`config.mk`:
```
export PLATFORM = sky130hd
export DESIGN_NAME = dso_selector
export DESIGN_NICKNAME = d
export VERILOG_FILES = /design/src/hdl/dso_pkg.sv /design/src/hdl/dso_selector.sv
export SDC_FILE = /design/constraint.sdc
export NUM_CORES = 1
export LEC_CHECK = 0
export BUFFER_PORTS_ARGS = -buffer_cell sky130_fd_sc_hd__buf_2
export CAP_MARGIN = 15
export CORE_ASPECT_RATIO = 0.8
export CORE_MARGIN = 2
export CORE_UTILIZATION = 30
export CTS_BUF_LIST = sky130_fd_sc_hd__clkbuf_2
export DETAILED_ROUTE_END_ITERATION = 10
export GPL_TIMING_DRIVEN = 1
export MAX_ROUTING_LAYER = met4
export PLACE_DENSITY_LB_ADDON = 0.1
export SETUP_SLACK_MARGIN = 0.3
export SYNTH_ARGS = -nofsm -noshare
export SYNTH_HDL_FRONTEND = slang
export SYNTH_SLANG_ARGS = --single-unit
```
`constraint.sdc`:
```
create_clock -name clock -period 9.27 [get_ports clock]
set_input_delay 0.4635 -clock clock [delete_from_list [all_inputs] [get_ports clock]]
set_output_delay 0.4635 -clock clock [all_outputs]
set_load 0.03 [all_outputs]
```
`src/hdl/dso_pkg.sv`:
```
// constants, register map and carrier types of the drive status output selector
// Contract
// open-collector and relay outputs each pick one status item; codes 0-19, defaults 12, 17.
// detection bandwidth is a frequency in hertz, up to 400, default 10.00.
// code 2 asserts while |detect level - run frequency| <= bandwidth/2.
// code 3 sets at run frequency >= level, holds while above level - bandwidth/2.
// code 4 is the inverse of the code 3 hysteresis condition.
// level and bandwidth 0-400, defaults 30.00, 10.00; values above max frequency refused.
// code 8 follows the over-voltage trip flag.
// code 9 follows the under-voltage trip flag.
// code 10 follows the heatsink overtemperature flag.
// code 11 asserts on loss of analog voltage, analog current or RS485 command.
// code 12 asserts while run command present and output voltage produced.
// code 13 asserts while stopped with no run command.
// code 14 asserts at constant speed, neither accelerating nor decelerating.
// code 16 asserts in normal operation while waiting for a run command.
// code 17 follows the trip mask; mask 2 means any trip except under-voltage.
// code 18 asserts on fan trip when fan-trip policy is 0.
// code 19 outputs the brake control signal when external brake use is enabled.
// keypad error selector 0-3, default 0; bit 0 open collector, bit 1 relay.
// keypad link error declared only after continuous failure for a fixed timeout.
// thermal protection enabled only when its select equals 1; range 0-1, default 0.
// when enabled, output turns off after inverse-time delay above one-minute level.
// one-minute level 50-200 percent, default 150, never below continuous level.
// continuous level 50-150 percent, default 100, never above one-minute level.
// motor type 0 shaft-fan motor, 1 separately cooled; affects low-speed derating.
// codes 5, 6, 7, 15 taken directly from overload, drive overload, stall, search flags.
// both outputs registered on the clock and inactive after reset.
package dso_pkg;

  // register indices on the plain port
  localparam logic [3:0] ADDR_LEVEL     = 4'h0;
  localparam logic [3:0] ADDR_BANDWIDTH = 4'h1;
  localparam logic [3:0] ADDR_MAXFREQ   = 4'h2;
  localparam logic [3:0] ADDR_OCSEL     = 4'h3;
  localparam logic [3:0] ADDR_RELAYSEL  = 4'h4;
  localparam logic [3:0] ADDR_TRIPMASK  = 4'h5;
  localparam logic [3:0] ADDR_KEYPADSEL = 4'h6;
  localparam logic [3:0] ADDR_THERMCTL  = 4'h7;
  localparam logic [3:0] ADDR_ONEMIN    = 4'h8;
  localparam logic [3:0] ADDR_CONT      = 4'h9;
  localparam logic [3:0] ADDR_STATUS    = 4'hA;
  localparam logic [3:0] ADDR_THERMACC  = 4'hB;

  // thermal control field positions
  localparam int THERMCTL_ENABLE_BIT = 0;
  localparam int THERMCTL_MOTOR_BIT  = 1;
  localparam int THERMCTL_FAN_BIT    = 2;
  localparam int THERMCTL_BRAKE_BIT  = 3;

  // frequencies in units of 0.01 Hz
  localparam logic [15:0] FREQ_LIMIT       = 16'h9C40;  // 400.00 Hz
  localparam logic [15:0] RST_LEVEL        = 16'h0BB8;  // 30.00 Hz
  localparam logic [15:0] RST_BANDWIDTH    = 16'h03E8;  // 10.00 Hz
  localparam logic [15:0] RST_MAXFREQ      = 16'h1770;  // 60.00 Hz
  localparam logic [15:0] LOW_SPEED_FREQ   = 16'h07D0;  // 20.00 Hz derating knee

  localparam logic [4:0]  SEL_MAX          = 5'h13;     // code 19
  localparam logic [4:0]  RST_OCSEL        = 5'h0C;     // code 12
  localparam logic [4:0]  RST_RELAYSEL     = 5'h11;     // code 17
  localparam logic [2:0]  RST_TRIPMASK     = 3'h2;
  localparam logic [1:0]  RST_KEYPADSEL    = 2'h0;
  localparam logic [3:0]  RST_THERMCTL     = 4'h0;

  localparam logic [7:0]  ONEMIN_MIN       = 8'h32;     // 50 %
  localparam logic [7:0]  ONEMIN_MAX       = 8'hC8;     // 200 %
  localparam logic [7:0]  CONT_MIN         = 8'h32;     // 50 %
  localparam logic [7:0]  CONT_MAX         = 8'h96;     // 150 %
  localparam logic [7:0]  RST_ONEMIN       = 8'h96;     // 150 %
  localparam logic [7:0]  RST_CONT         = 8'h64;     // 100 %

  // timing
  localparam int CLOCK_HZ          = 40_000_000;
  localparam int KEYPAD_TIMEOUT_MS = 100;
  localparam int KEYPAD_TIMEOUT_CYC = KEYPAD_TIMEOUT_MS * (CLOCK_HZ / 1000);
  localparam int THERM_TICK_MS     = 1;
  localparam int THERM_TICK_CYC    = THERM_TICK_MS * (CLOCK_HZ / 1000);
  localparam int THERM_WINDOW_S    = 60;
  localparam int THERM_WINDOW_TICKS = THERM_WINDOW_S * 1000 / THERM_TICK_MS;

  typedef struct packed {
    logic [15:0] detectLevel;
    logic [15:0] detectBandwidth;
    logic [15:0] maxFreq;
    logic [4:0]  ocSelect;
    logic [4:0]  relaySelect;
    logic [2:0]  tripMask;
    logic [1:0]  keypadSelect;
    logic [3:0]  thermCtl;
    logic [7:0]  oneMinLevel;
    logic [7:0]  contLevel;
  } dso_cfg_t;

  // drive state and fault flags from neighbouring blocks
  typedef struct packed {
    logic [15:0] runFreq;
    logic [15:0] setFreq;
    logic [9:0]  motorCurrentPct;
    logic        accelerating;
    logic        decelerating;
    logic        runCmd;
    logic        outputActive;
    logic        stopped;
    logic        waitRunCmd;
    logic        overload;
    logic        driveOverload;
    logic        stall;
    logic        speedSearch;
    logic        overVoltTrip;
    logic        underVoltTrip;
    logic        otherTrip;
    logic        autoRestart;
    logic        heatsinkOvertemp;
    logic        voltageRefLoss;
    logic        currentRefLoss;
    logic        rs485Loss;
    logic        fanTrip;
    logic        brakeCtrl;
    logic        keypadCommOk;
  } dso_drive_t;

endpackage

```
`src/hdl/dso_selector.sv`:
```
// status output selector with frequency detect, keypad link watch and motor thermal model
`timescale 1ns/1ps
module dso_selector #(
  parameter int KEYPAD_TIMEOUT = dso_pkg::KEYPAD_TIMEOUT_CYC,
  parameter int THERM_TICK     = dso_pkg::THERM_TICK_CYC
) (
  // clock and reset
  input  wire logic              clock,
  input  wire logic              rst_n,
  // register port
  input  wire logic [3:0]        regAddr,
  input  wire logic [31:0]       regWdata,
  input  wire logic              regWrite,
  input  wire logic              regRead,
  output logic      [31:0]       regRdata,
  // drive state
  input  wire dso_pkg::dso_drive_t drive,
  // physical outputs
  output logic                   openCollectorOutput,
  output logic                   relayOutput,
  output logic                   keypadErrorDisplay,
  output logic                   thermalShutoff
);
  import dso_pkg::*;

  typedef struct packed {
    dso_cfg_t    cfg;
    logic [31:0] rdata;
    logic        hyst;
    logic        ocOut;
    logic        relayOut;
    logic [31:0] keypadCount;
    logic        keypadErr;
    logic [31:0] tickCount;
    logic [23:0] thermAcc;
    logic        thermTrip;
  } dso_state_t;

  dso_state_t st;
  dso_state_t next_st;

  // detection terms
  logic [15:0] halfBand;
  logic [15:0] levelDiff;
  logic [15:0] setDiff;
  logic        windowDetect;
  logic        setWindowDetect;
  logic        levelHysteresisDetect;
  logic        faultOutput;
  logic [19:0] items;
  // write decode
  logic [15:0] wFreq;
  logic [7:0]  wPct;
  logic        freqOk;
  // thermal terms
  logic [7:0]  effCont;
  logic [9:0]  contWide;
  logic [23:0] tripLimit;
  logic [23:0] excess;
  logic [23:0] relief;
  logic        tick;
  logic        thermEnable;

  function automatic logic pick(input logic [4:0] code, input logic [19:0] vec);
    logic r;
    r = 1'b0;
    if (code <= SEL_MAX) begin
      r = vec[code];
    end
    return r;
  endfunction

  always_comb begin
    halfBand  = {1'b0, st.cfg.detectBandwidth[15:1]};
    levelDiff = (st.cfg.detectLevel >= drive.runFreq) ?
                16'(st.cfg.detectLevel - drive.runFreq) :
                16'(drive.runFreq - st.cfg.detectLevel);
    setDiff   = (drive.setFreq >= drive.runFreq) ?
                16'(drive.setFreq - drive.runFreq) :
                16'(drive.runFreq - drive.setFreq);
    setWindowDetect = (setDiff <= halfBand);
    windowDetect    = (levelDiff <= halfBand);
    levelHysteresisDetect = st.hyst;
    faultOutput = (st.cfg.tripMask[0] & drive.underVoltTrip) |
                  (st.cfg.tripMask[1] & drive.otherTrip) |
                  (st.cfg.tripMask[2] & drive.autoRestart);

    items[0]  = setWindowDetect;
    items[1]  = setWindowDetect & (drive.setFreq == st.cfg.detectLevel);
    items[2]  = windowDetect;
    items[3]  = levelHysteresisDetect;
    items[4]  = ~levelHysteresisDetect;
    items[5]  = drive.overload;
    items[6]  = drive.driveOverload;
    items[7]  = drive.stall;
    items[8]  = drive.overVoltTrip;
    items[9]  = drive.underVoltTrip;
    items[10] = drive.heatsinkOvertemp;
    items[11] = drive.voltageRefLoss | drive.currentRefLoss |
                drive.rs485Loss;
    items[12] = drive.runCmd & drive.outputActive;
    items[13] = drive.stopped & ~drive.runCmd;
    items[14] = drive.outputActive & ~drive.accelerating &
                ~drive.decelerating;
    items[15] = drive.speedSearch;
    items[16] = drive.waitRunCmd;
    items[17] = faultOutput;
    items[18] = drive.fanTrip & ~st.cfg.thermCtl[THERMCTL_FAN_BIT];
    items[19] = drive.brakeCtrl & st.cfg.thermCtl[THERMCTL_BRAKE_BIT];
  end

  // thermal model terms
  always_comb begin
    thermEnable = st.cfg.thermCtl[THERMCTL_ENABLE_BIT];
    tick        = (st.tickCount == 32'(THERM_TICK - 1));
    // shaft-fan motor loses cooling at low speed
    if (!st.cfg.thermCtl[THERMCTL_MOTOR_BIT] && drive.runFreq < LOW_SPEED_FREQ) begin
      effCont = 8'(st.cfg.contLevel - {2'b00, st.cfg.contLevel[7:2]});
    end else begin
      effCont = st.cfg.contLevel;
    end
    contWide  = {2'b00, effCont};
    tripLimit = 24'((st.cfg.oneMinLevel - effCont) * THERM_WINDOW_TICKS);
    if (drive.motorCurrentPct > contWide) begin
      excess = 24'(drive.motorCurrentPct - contWide);
      relief = 24'h00_0000;
    end else begin
      excess = 24'h00_0000;
      relief = 24'(contWide - drive.motorCurrentPct);
    end
  end

  // write value checks
  always_comb begin
    wFreq  = regWdata[15:0];
    wPct   = regWdata[7:0];
    freqOk = (regWdata[31:16] == 16'h0000) && (wFreq <= FREQ_LIMIT) &&
             (wFreq <= st.cfg.maxFreq);
  end

  always_comb begin
    next_st = st;

    // register writes, out-of-range values are ignored; trip mask, keypad select and thermal control take the low bits
    if (regWrite) begin
      case (regAddr)
        ADDR_LEVEL: begin
          if (freqOk) begin
            next_st.cfg.detectLevel = wFreq;
          end
        end
        ADDR_BANDWIDTH: begin
          if (freqOk) begin
            next_st.cfg.detectBandwidth = wFreq;
          end
        end
        ADDR_MAXFREQ: begin
          if (regWdata[31:16] == 16'h0000 && wFreq <= FREQ_LIMIT &&
              wFreq >= st.cfg.detectLevel && wFreq >= st.cfg.detectBandwidth) begin
            next_st.cfg.maxFreq = wFreq;
          end
        end
        ADDR_OCSEL: begin
          if (regWdata[31:5] == 27'h000_0000 && regWdata[4:0] <= SEL_MAX) begin
            next_st.cfg.ocSelect = regWdata[4:0];
          end
        end
        ADDR_RELAYSEL: begin
          if (regWdata[31:5] == 27'h000_0000 && regWdata[4:0] <= SEL_MAX) begin
            next_st.cfg.relaySelect = regWdata[4:0];
          end
        end
        ADDR_TRIPMASK: begin
          next_st.cfg.tripMask = regWdata[2:0];
        end
        ADDR_KEYPADSEL: begin
          next_st.cfg.keypadSelect = regWdata[1:0];
        end
        ADDR_THERMCTL: begin
          next_st.cfg.thermCtl = regWdata[3:0];
        end
        ADDR_ONEMIN: begin
          if (regWdata[31:8] == 24'h00_0000 && wPct >= ONEMIN_MIN &&
              wPct <= ONEMIN_MAX && wPct >= st.cfg.contLevel) begin
            next_st.cfg.oneMinLevel = wPct;
          end
        end
        ADDR_CONT: begin
          if (regWdata[31:8] == 24'h00_0000 && wPct >= CONT_MIN &&
              wPct <= CONT_MAX && wPct <= st.cfg.oneMinLevel) begin
            next_st.cfg.contLevel = wPct;
          end
        end
        default: begin
        end
      endcase
    end

    // register reads, data in the following cycle only
    next_st.rdata = 32'h0000_0000;
    if (regRead) begin
      case (regAddr)
        ADDR_LEVEL:     next_st.rdata = {16'h0000, st.cfg.detectLevel};
        ADDR_BANDWIDTH: next_st.rdata = {16'h0000, st.cfg.detectBandwidth};
        ADDR_MAXFREQ:   next_st.rdata = {16'h0000, st.cfg.maxFreq};
        ADDR_OCSEL:     next_st.rdata = {27'h000_0000, st.cfg.ocSelect};
        ADDR_RELAYSEL:  next_st.rdata = {27'h000_0000, st.cfg.relaySelect};
        ADDR_TRIPMASK:  next_st.rdata = {29'h0000_0000, st.cfg.tripMask};
        ADDR_KEYPADSEL: next_st.rdata = {30'h0000_0000, st.cfg.keypadSelect};
        ADDR_THERMCTL:  next_st.rdata = {28'h000_0000, st.cfg.thermCtl};
        ADDR_ONEMIN:    next_st.rdata = {24'h00_0000, st.cfg.oneMinLevel};
        ADDR_CONT:      next_st.rdata = {24'h00_0000, st.cfg.contLevel};
        ADDR_STATUS:    next_st.rdata = {26'h000_0000, st.thermTrip, st.keypadErr,
                                         windowDetect, st.hyst, st.relayOut, st.ocOut};
        ADDR_THERMACC:  next_st.rdata = {8'h00, st.thermAcc};
        default:        next_st.rdata = 32'h0000_0000;
      endcase
    end

    // level hysteresis: set at level, hold above level minus half band
    if (drive.runFreq >= st.cfg.detectLevel) begin
      next_st.hyst = 1'b1;
    end else if ({1'b0, drive.runFreq} + {1'b0, halfBand} > {1'b0, st.cfg.detectLevel}) begin
      next_st.hyst = st.hyst;
    end else begin
      next_st.hyst = 1'b0;
    end

    // keypad link watchdog
    if (drive.keypadCommOk) begin
      next_st.keypadCount = 32'h0000_0000;
      next_st.keypadErr   = 1'b0;
    end else if (st.keypadCount >= 32'(KEYPAD_TIMEOUT - 1)) begin
      next_st.keypadErr   = 1'b1;
    end else begin
      next_st.keypadCount = st.keypadCount + 32'h0000_0001;
    end

    // registered outputs with keypad error routing
    next_st.ocOut    = pick(st.cfg.ocSelect, items) |
                       (st.keypadErr & st.cfg.keypadSelect[0]);
    next_st.relayOut = pick(st.cfg.relaySelect, items) |
                       (st.keypadErr & st.cfg.keypadSelect[1]);

    // thermal tick divider
    if (tick) begin
      next_st.tickCount = 32'h0000_0000;
    end else begin
      next_st.tickCount = st.tickCount + 32'h0000_0001;
    end

    // inverse-time integrator
    if (!thermEnable) begin
      next_st.thermAcc  = 24'h00_0000;
      next_st.thermTrip = 1'b0;
    end else if (tick) begin
      if (excess != 24'h00_0000) begin
        if (st.thermAcc > 24'hFF_FFFF - excess) begin
          next_st.thermAcc = 24'hFF_FFFF;
        end else begin
          next_st.thermAcc = st.thermAcc + excess;
        end
      end else if (st.thermAcc > relief) begin
        next_st.thermAcc = st.thermAcc - relief;
      end else begin
        next_st.thermAcc = 24'h00_0000;
      end
      if (st.thermAcc >= tripLimit) begin
        next_st.thermTrip = 1'b1;
      end else if (st.thermAcc == 24'h00_0000) begin
        next_st.thermTrip = 1'b0;
      end
    end
  end

  always_ff @(posedge clock or negedge rst_n) begin
    if (!rst_n) begin
      st.cfg.detectLevel     <= RST_LEVEL;
      st.cfg.detectBandwidth <= RST_BANDWIDTH;
      st.cfg.maxFreq         <= RST_MAXFREQ;
      st.cfg.ocSelect        <= RST_OCSEL;
      st.cfg.relaySelect     <= RST_RELAYSEL;
      st.cfg.tripMask        <= RST_TRIPMASK;
      st.cfg.keypadSelect    <= RST_KEYPADSEL;
      st.cfg.thermCtl        <= RST_THERMCTL;
      st.cfg.oneMinLevel     <= RST_ONEMIN;
      st.cfg.contLevel       <= RST_CONT;
      st.rdata               <= 32'h0000_0000;
      st.hyst                <= 1'b0;
      st.ocOut               <= 1'b0;
      st.relayOut            <= 1'b0;
      st.keypadCount         <= 32'h0000_0000;
      st.keypadErr           <= 1'b0;
      st.tickCount           <= 32'h0000_0000;
      st.thermAcc            <= 24'h00_0000;
      st.thermTrip           <= 1'b0;
    end else begin
      st <= next_st;
    end
  end

  assign regRdata            = st.rdata;
  assign openCollectorOutput = st.ocOut;
  assign relayOutput         = st.relayOut;
  assign keypadErrorDisplay  = st.keypadErr;
  assign thermalShutoff      = st.thermTrip;

endmodule // dso_selector

```
=== Word level (Yosys, flattened, before mapping) ===
Cells that the tools add are included.

* Add/subtract/negate cells: 14
* Multiply operators: 1
* Divide/modulo/power cells: 0
* Order comparisons: 26
* Eq/ne operators: 17
* Shift-type cells: 0
* Muxes and demuxes: 26
* Bitwise operators: 23
* Reduce and logical (&&, ||, !) cells: 30

{| class="wikitable"
|+ Operators by type and width
! cell !! number
|-
| 24-bit case mux with 12 select lines || 1
|-
| 24-bit 2-to-1 mux || 6
|-
| 16-bit >= comparator || 5
|-
| 32-bit by 1-bit adder with 32-bit output, second input constant || 2
|-
| 32-bit 2-to-1 mux || 2
|-
| 16-bit subtractor || 4
|-
| 25-bit 2-to-1 mux || 2
|-
| 24-bit > comparator || 2
|-
| 24-bit logical NOT || 2
|-
| 33-bit 2-to-1 mux || 1
|-
| 32-bit by 16-bit equality test with 1-bit output, second input constant || 1
|-
| 32-bit by 22-bit >= comparator with 1-bit output, second input constant || 1
|-
| 16-bit by 15-bit <= comparator with 1-bit output || 2
|-
| 32-bit by 11-bit multiplier with 19-bit output, second input constant || 1
|-
| 16-bit 2-to-1 mux || 2
|-
| 27-bit logical NOT || 1
|-
| 24-bit adder || 1
|-
| 24-bit >= comparator || 1
|-
| 24-bit nonzero test || 1
|-
| 24-bit subtractor || 1
|-
| 24-bit subtractor, first input constant || 1
|-
| 3-bit AND reduction || 7
|-
| 16-bit by 15-bit adder with 17-bit output || 1
|-
| 17-bit by 16-bit > comparator with 1-bit output || 1
|-
| other kinds (34) || 88
|}

* Register bits: 208
* Latch bits: 0
* Bits in writable memories: 0
* ROM bits: 0
* Bits of input ports: 103
* Output and inout bits: 36
* Word-level logic and storage cells: 156
* Memories: 0

=== Logic depth before layout (Yosys ltp) ===
* Depth in word-level cells: 11
* Gate-level depth with buffers: 38
* Mapped depth without buffers: 38

=== Worst setup path before layout ===
Ideal clock, no wire load.

* Kind: reg2reg
* Start point: reg st[127] (netlist name)
* End point: reg st, in the netlist thermalShutoff
* Setup time: 0.130 ns
* Data arrival time: 7.428 ns
* Slack: 1.712 ns
* Stages on the path, launching flop included: 31
* Buffers on the path: 0
* Period minus slack after synthesis: 7.558 ns
* Path through: dfstp_2 ha_1 fa_1 inv_1 nand3_1 nand2_1 inv_1 xnor2_1 ha_1 nor4_1 o41ai_1 xnor2_1 inv_1 or2_2 and2_1 xnor2_1 fa_1 fa_1 inv_1 ha_1 fa_1 ha_1 nand2_1 a21oi_1 o21ai_0 or4b_2 o311a_1 ha_1 a21o_1 a221oi_1 a21oi_1

* Longest elaborated chain between the ends: 8

{| class="wikitable"
|+ Ends and longest elaborated chain
! element !! RTL line !! source
|-
| from (decl) || dso_selector.sv:39 || <nowiki>dso_state_t st;</nowiki>
|-
| from (signal assigned) || dso_selector.sv:298 || <nowiki>st <= next_st;</nowiki>
|-
| 8-bit by 6-bit subtractor with 8-bit output || dso_selector.sv:118 || <nowiki>effCont = 8'(st.cfg.contLevel - {2'b00, st.cfg.contLevel[7:2]});</nowiki>
|-
| 8-bit 2-to-1 mux (*) || dso_selector.sv:117 || <nowiki>if (!st.cfg.thermCtl[THERMCTL_MOTOR_BIT] && drive.runFreq < LOW_SPEED_FREQ) begin</nowiki>
|-
| 8-bit by 8-bit subtractor with 9-bit output (*) || dso_selector.sv:123 || <nowiki>tripLimit = 24'((st.cfg.oneMinLevel - effCont) * THERM_WINDOW_TICKS);</nowiki>
|-
| 32-bit by 11-bit multiplier with 19-bit output (*) || dso_selector.sv:123 ||
|-
| 24-bit >= comparator (*) || dso_selector.sv:268 || <nowiki>if (st.thermAcc >= tripLimit) begin</nowiki>
|-
| 1-bit 2-to-1 mux || dso_selector.sv:268 ||
|-
| 25-bit 2-to-1 mux || dso_selector.sv:256 || <nowiki>end else if (tick) begin</nowiki>
|-
| 25-bit 2-to-1 mux || dso_selector.sv:253 || <nowiki>if (!thermEnable) begin</nowiki>
|}

Every way passes the cells marked *; elsewhere a longest branch is shown, timed or not. The select of a mux whose other input is x is not followed.
A chain may end at the register's enable or synchronous reset.

=== Worst setup path in the final report ===
Ends and elaborated chain as after synthesis.

==> results.py <==
metrics = {
    "pwr": {
        "p_leak_nw": 11.6,
        "p_comb_frac": 0.353,
        "clock_power_share": 0.220,
        "seqPwrFrac": 0.426,
        "ir_worst_vdd_v": 0.0000550,
        "switchingPower_mw": 0.872,
        "total_power_mw": 2.15,
        "p_sw_frac": 0.406,
        "p_int_mw": 1.28,
        "power_density_nw_per_um2": 88.7,
    },
    "worst_hold_path": {
        "hold_path.class": "in2reg",
        "hold_depth": 4,
    },
    "logic_synthesis": {
        "synth-compound-area-share": 0.206,
        "ys_warn_count": 0,
        "synth_adder_area_share": 0.220,
        "synthArstFlopShare": 1.00,
        "synth-edff-count": 0,
        "dominantRegCellSynth": "dfrtp_1",
        "synth_top_family_by_area": "adder cells",
        "synth_seq_cells": 200,
        "synth-simple-area-share": 0.145,
        "ys_types": 100,
        "synth_area_sq_um": 22200,
        "synthXorXnorAreaFrac": 0.0757,
        "synth_area_per_cell_sq_um": 8.76,
        "yosysSeqAreaShare": 0.227,
        "muxShareOfSynthArea": 0.0606,
        "syn-instance-count": 2532,
    },
    "global_routing": {
        "grt_antenna_before_repair": 4,
        "gr-total-overflow": 0,
        "track_usage": 0.212,
        "grt_pass1_vias": 18408,
        "grt_pass1_wl_mm": 118,
        "grt_max_degree": 73,
    },
    "clock_network": {
        "clock-sinks": 200,
        "clkSlewWorstSetupHoldPaths_ps": 390,
        "cts_made_buffers": 17,
        "root_buffer": "clkbuf_2",
        "h-tree-depth": 4,
        "clockBufferDepth": 2,
        "cts_tree": "done",
        "clk_latency_ps": 940,
    },
    "layout": {
        "final_cell_area_sq_um": 24200,
        "area_growth_pct": 9.26,
        "drive_above_1_share": 0.135,
        "final_cells": 3594,
        "final_core_util": 0.330,
        "fillCellCount": 7702,
        "final_nets": 3093,
    },
    "floorplan": {
        "core_sq_um": 73500,
        "design.die.area_sq_um": 76100,
        "die_height_microns": 247,
        "ioPinCount": 139,
        "die-width_microns": 308,
        "rows": 89,
        "start_util": 0.302,
    },
    "setup_path": {
        "endpoint_kind": "flip-flop",
        "critPathArrivalTime_ps": 9090,
        "cp.buffers_inverters": 5,
        "crit_family": "compound AO/OA/AOI/OAI gates",
        "critPathRequiredTime_ps": 10080,
        "worstPathMaxFanout": 5,
        "cp.depth": 36,
        "criticalPathCategory": "reg2reg",
        "crit_slowest_cell": "or4b_2",
        "critPathMaxStageDelay_ps": 600,
        "r2r_cells": 36,
        "critPathLaunchType": "flip-flop",
    },
    "timing": {
        "setup_ws_ps": 991,
        "report.final.slew_viol_count": 0,
        "tightest_slew_ps": 1130,
        "final_hold_viol_count": 0,
        "timing.setup.tns_ps": 0,
        "max_freq_mhz": 121,
        "skew_ps": 88.8,
        "relSlewSlack": 0.246,
        "rsz0062_at_grt": "no",
        "holdWs_ps": 120,
        "post-route-period-util": 0.893,
        "setup_viol": 0,
        "period_minus_slack_ps": 8280,
    },
    "detailed_routing": {
        "wl_mm": 78.7,
        "drtIter0Drc": 1505,
        "ant_nets": 0,
        "vias": 19065,
        "firstDrtPassIters": 5,
        "vias_per_cell": 5.30,
        "wl_per_cell_microns": 21.9,
        "drc": 0,
    },
    "placement": {
        "place.gp.congestion": 0.910,
        "detailed_place_hpwl_mm": 64.1,
        "placed_area_sq_um": 23700,
        "place_inst": 3528,
        "port_buffers": 130,
        "dp_slack_ps": 477,
    },
    "status": {
        "status": "finished clean",
    },
    "job": {
        "maxCapViolations": 0,
    },
}
[synthesized netlist by cell type, types with 10 or more instances]
master	instances	area (sq um)
a221oi_1	10	87.6
clkbuf_1	63	236
nor2_1	148	556
inv_1	226	848
mux2i_1	32	320
nand3_1	62	310
xor2_1	73	639
a31oi_1	21	131
xnor2_1	111	972
nand2b_1	37	231
and3_1	24	150
a22oi_1	38	285
a21o_1	118	886
nor2b_1	48	300
buf_4	35	263
or3_1	18	113
o31ai_1	16	120
nand4_1	39	244
fa_1	39	781
o21ai_1	12	60.1
mux2_2	77	867
nor3_1	34	170
o21bai_1	29	218
ha_1	328	4100
dfrtp_1	168	4200
o21ai_0	111	556
nor4_1	31	194
o21a_1	28	210
a21oi_1	181	906
and2_1	16	100
nand2_1	147	552
dfstp_2	32	841
[kinds of logic after synthesis]
| group | after synthesis |
|---|---|
| compound gates | 679 |
| simple gates | 639 |
| fa+ha+maj | 367 |
| buf+inv | 343 |
| flops | 200 |
| xor+xnor | 187 |
| mux | 116 |
| other cells | 1 |
[registers in the layout (all words and copies together), names as in the netlist]
| name | cells |
|---|---|
| halfBand | 15 |
| keypadErrorDisplay | 1 |
| levelHysteresisDetect | 1 |
| openCollectorOutput | 1 |
| regRdata | 24 |
| relayOutput | 1 |
| st | 156 |
| thermalShutoff | 1 |
[cell usage in the layout (no fill, tap or decap), types with 10 or more instances in the layout]
cell / count
ha_1: 328
inv_1: 226
a21oi_1: 181
dfrtp_1: 166
nor2_1: 147
nand2_1: 147
buf_2: 129
a21o_1: 118
o21ai_0: 109
xnor2_1: 109
mux2_2: 77
xor2_1: 73
nand3_1: 61
nor2b_1: 47
nand4_1: 39
fa_1: 39
a22oi_1: 38
nand2b_1: 37
mux2i_1: 32
nor3_1: 32
dfstp_2: 32
o21bai_1: 28
o21a_1: 28
nor4_1: 28
buf_4: 27
and3_1: 24
dlygate4sd3_1: 23
a31oi_1: 21
or3_1: 18
clkbuf_2: 18
and2_1: 16
o31ai_1: 15
o21ai_1: 14
a221oi_1: 10
[layer usage]
| metal | track usage | wire length (microns) | up-vias |
|---|---|---|---|
| met5 | - | 0 | - |
| met4 | 0.0267 | 661 | 0 |
| met3 | 0.0335 | 4500 | 38 |
| met2 | 0.270 | 29300 | 510 |
| met1 | 0.344 | 44200 | 9258 |
| li1 | - | - | 9259 |
[layout make-up]
type / instances / area (sq um) / share of cell area
clock buffer: 18 / 90.1 / 0.00372
clock inverter: 14 / 153 / 0.00630
tap: 955 / 1190 / 0.0493
sequential: 200 / 5050 / 0.208
inverter: 228 / 856 / 0.0353
timing repair buffer: 180 / 1090 / 0.0451
multi-input combinational: 1996 / 15800 / 0.652
antenna: 3 / 7.51 / 0.000310
[worst paths after layout]
kind,from,end,slack [ps]
setup / recovery,st[127],thermalShutoff,990
hold / removal,regWrite,st[145],120
setup reg to reg,st[127],thermalShutoff,990
hold reg to reg,st[56],st[56],490
max in group asynchronous,rst_n,st[37],7290
min in group asynchronous,rst_n,regRdata[4],590
[what timing repair did]
action                     CTS  global route
hold endpoints to repair   177             0
hold buffers                23             0
buffers inserted             0             6
setup endpoints to repair    0             1
gates resized for setup      0             9
[worst min-delay path, stage by stage]
cell and delay (ps):
buf_2 170, nand2_1 150, nor2_1 90, o21ai_0 150
[power by group through the flow]
stage | clock, mW | combinational, mW | sequential [mW]
floorplan | 0 | 0.488 | 0.917
global placement | 0 | 0.731 | 0.927
detailed placement | 0 | 0.737 | 0.927
CTS | 0.500 | 0.751 | 0.916
global route | 0.532 | 0.844 | 0.918
finish | 0.473 | 0.759 | 0.916
Note: power is estimated with default switching activity, not from simulation.
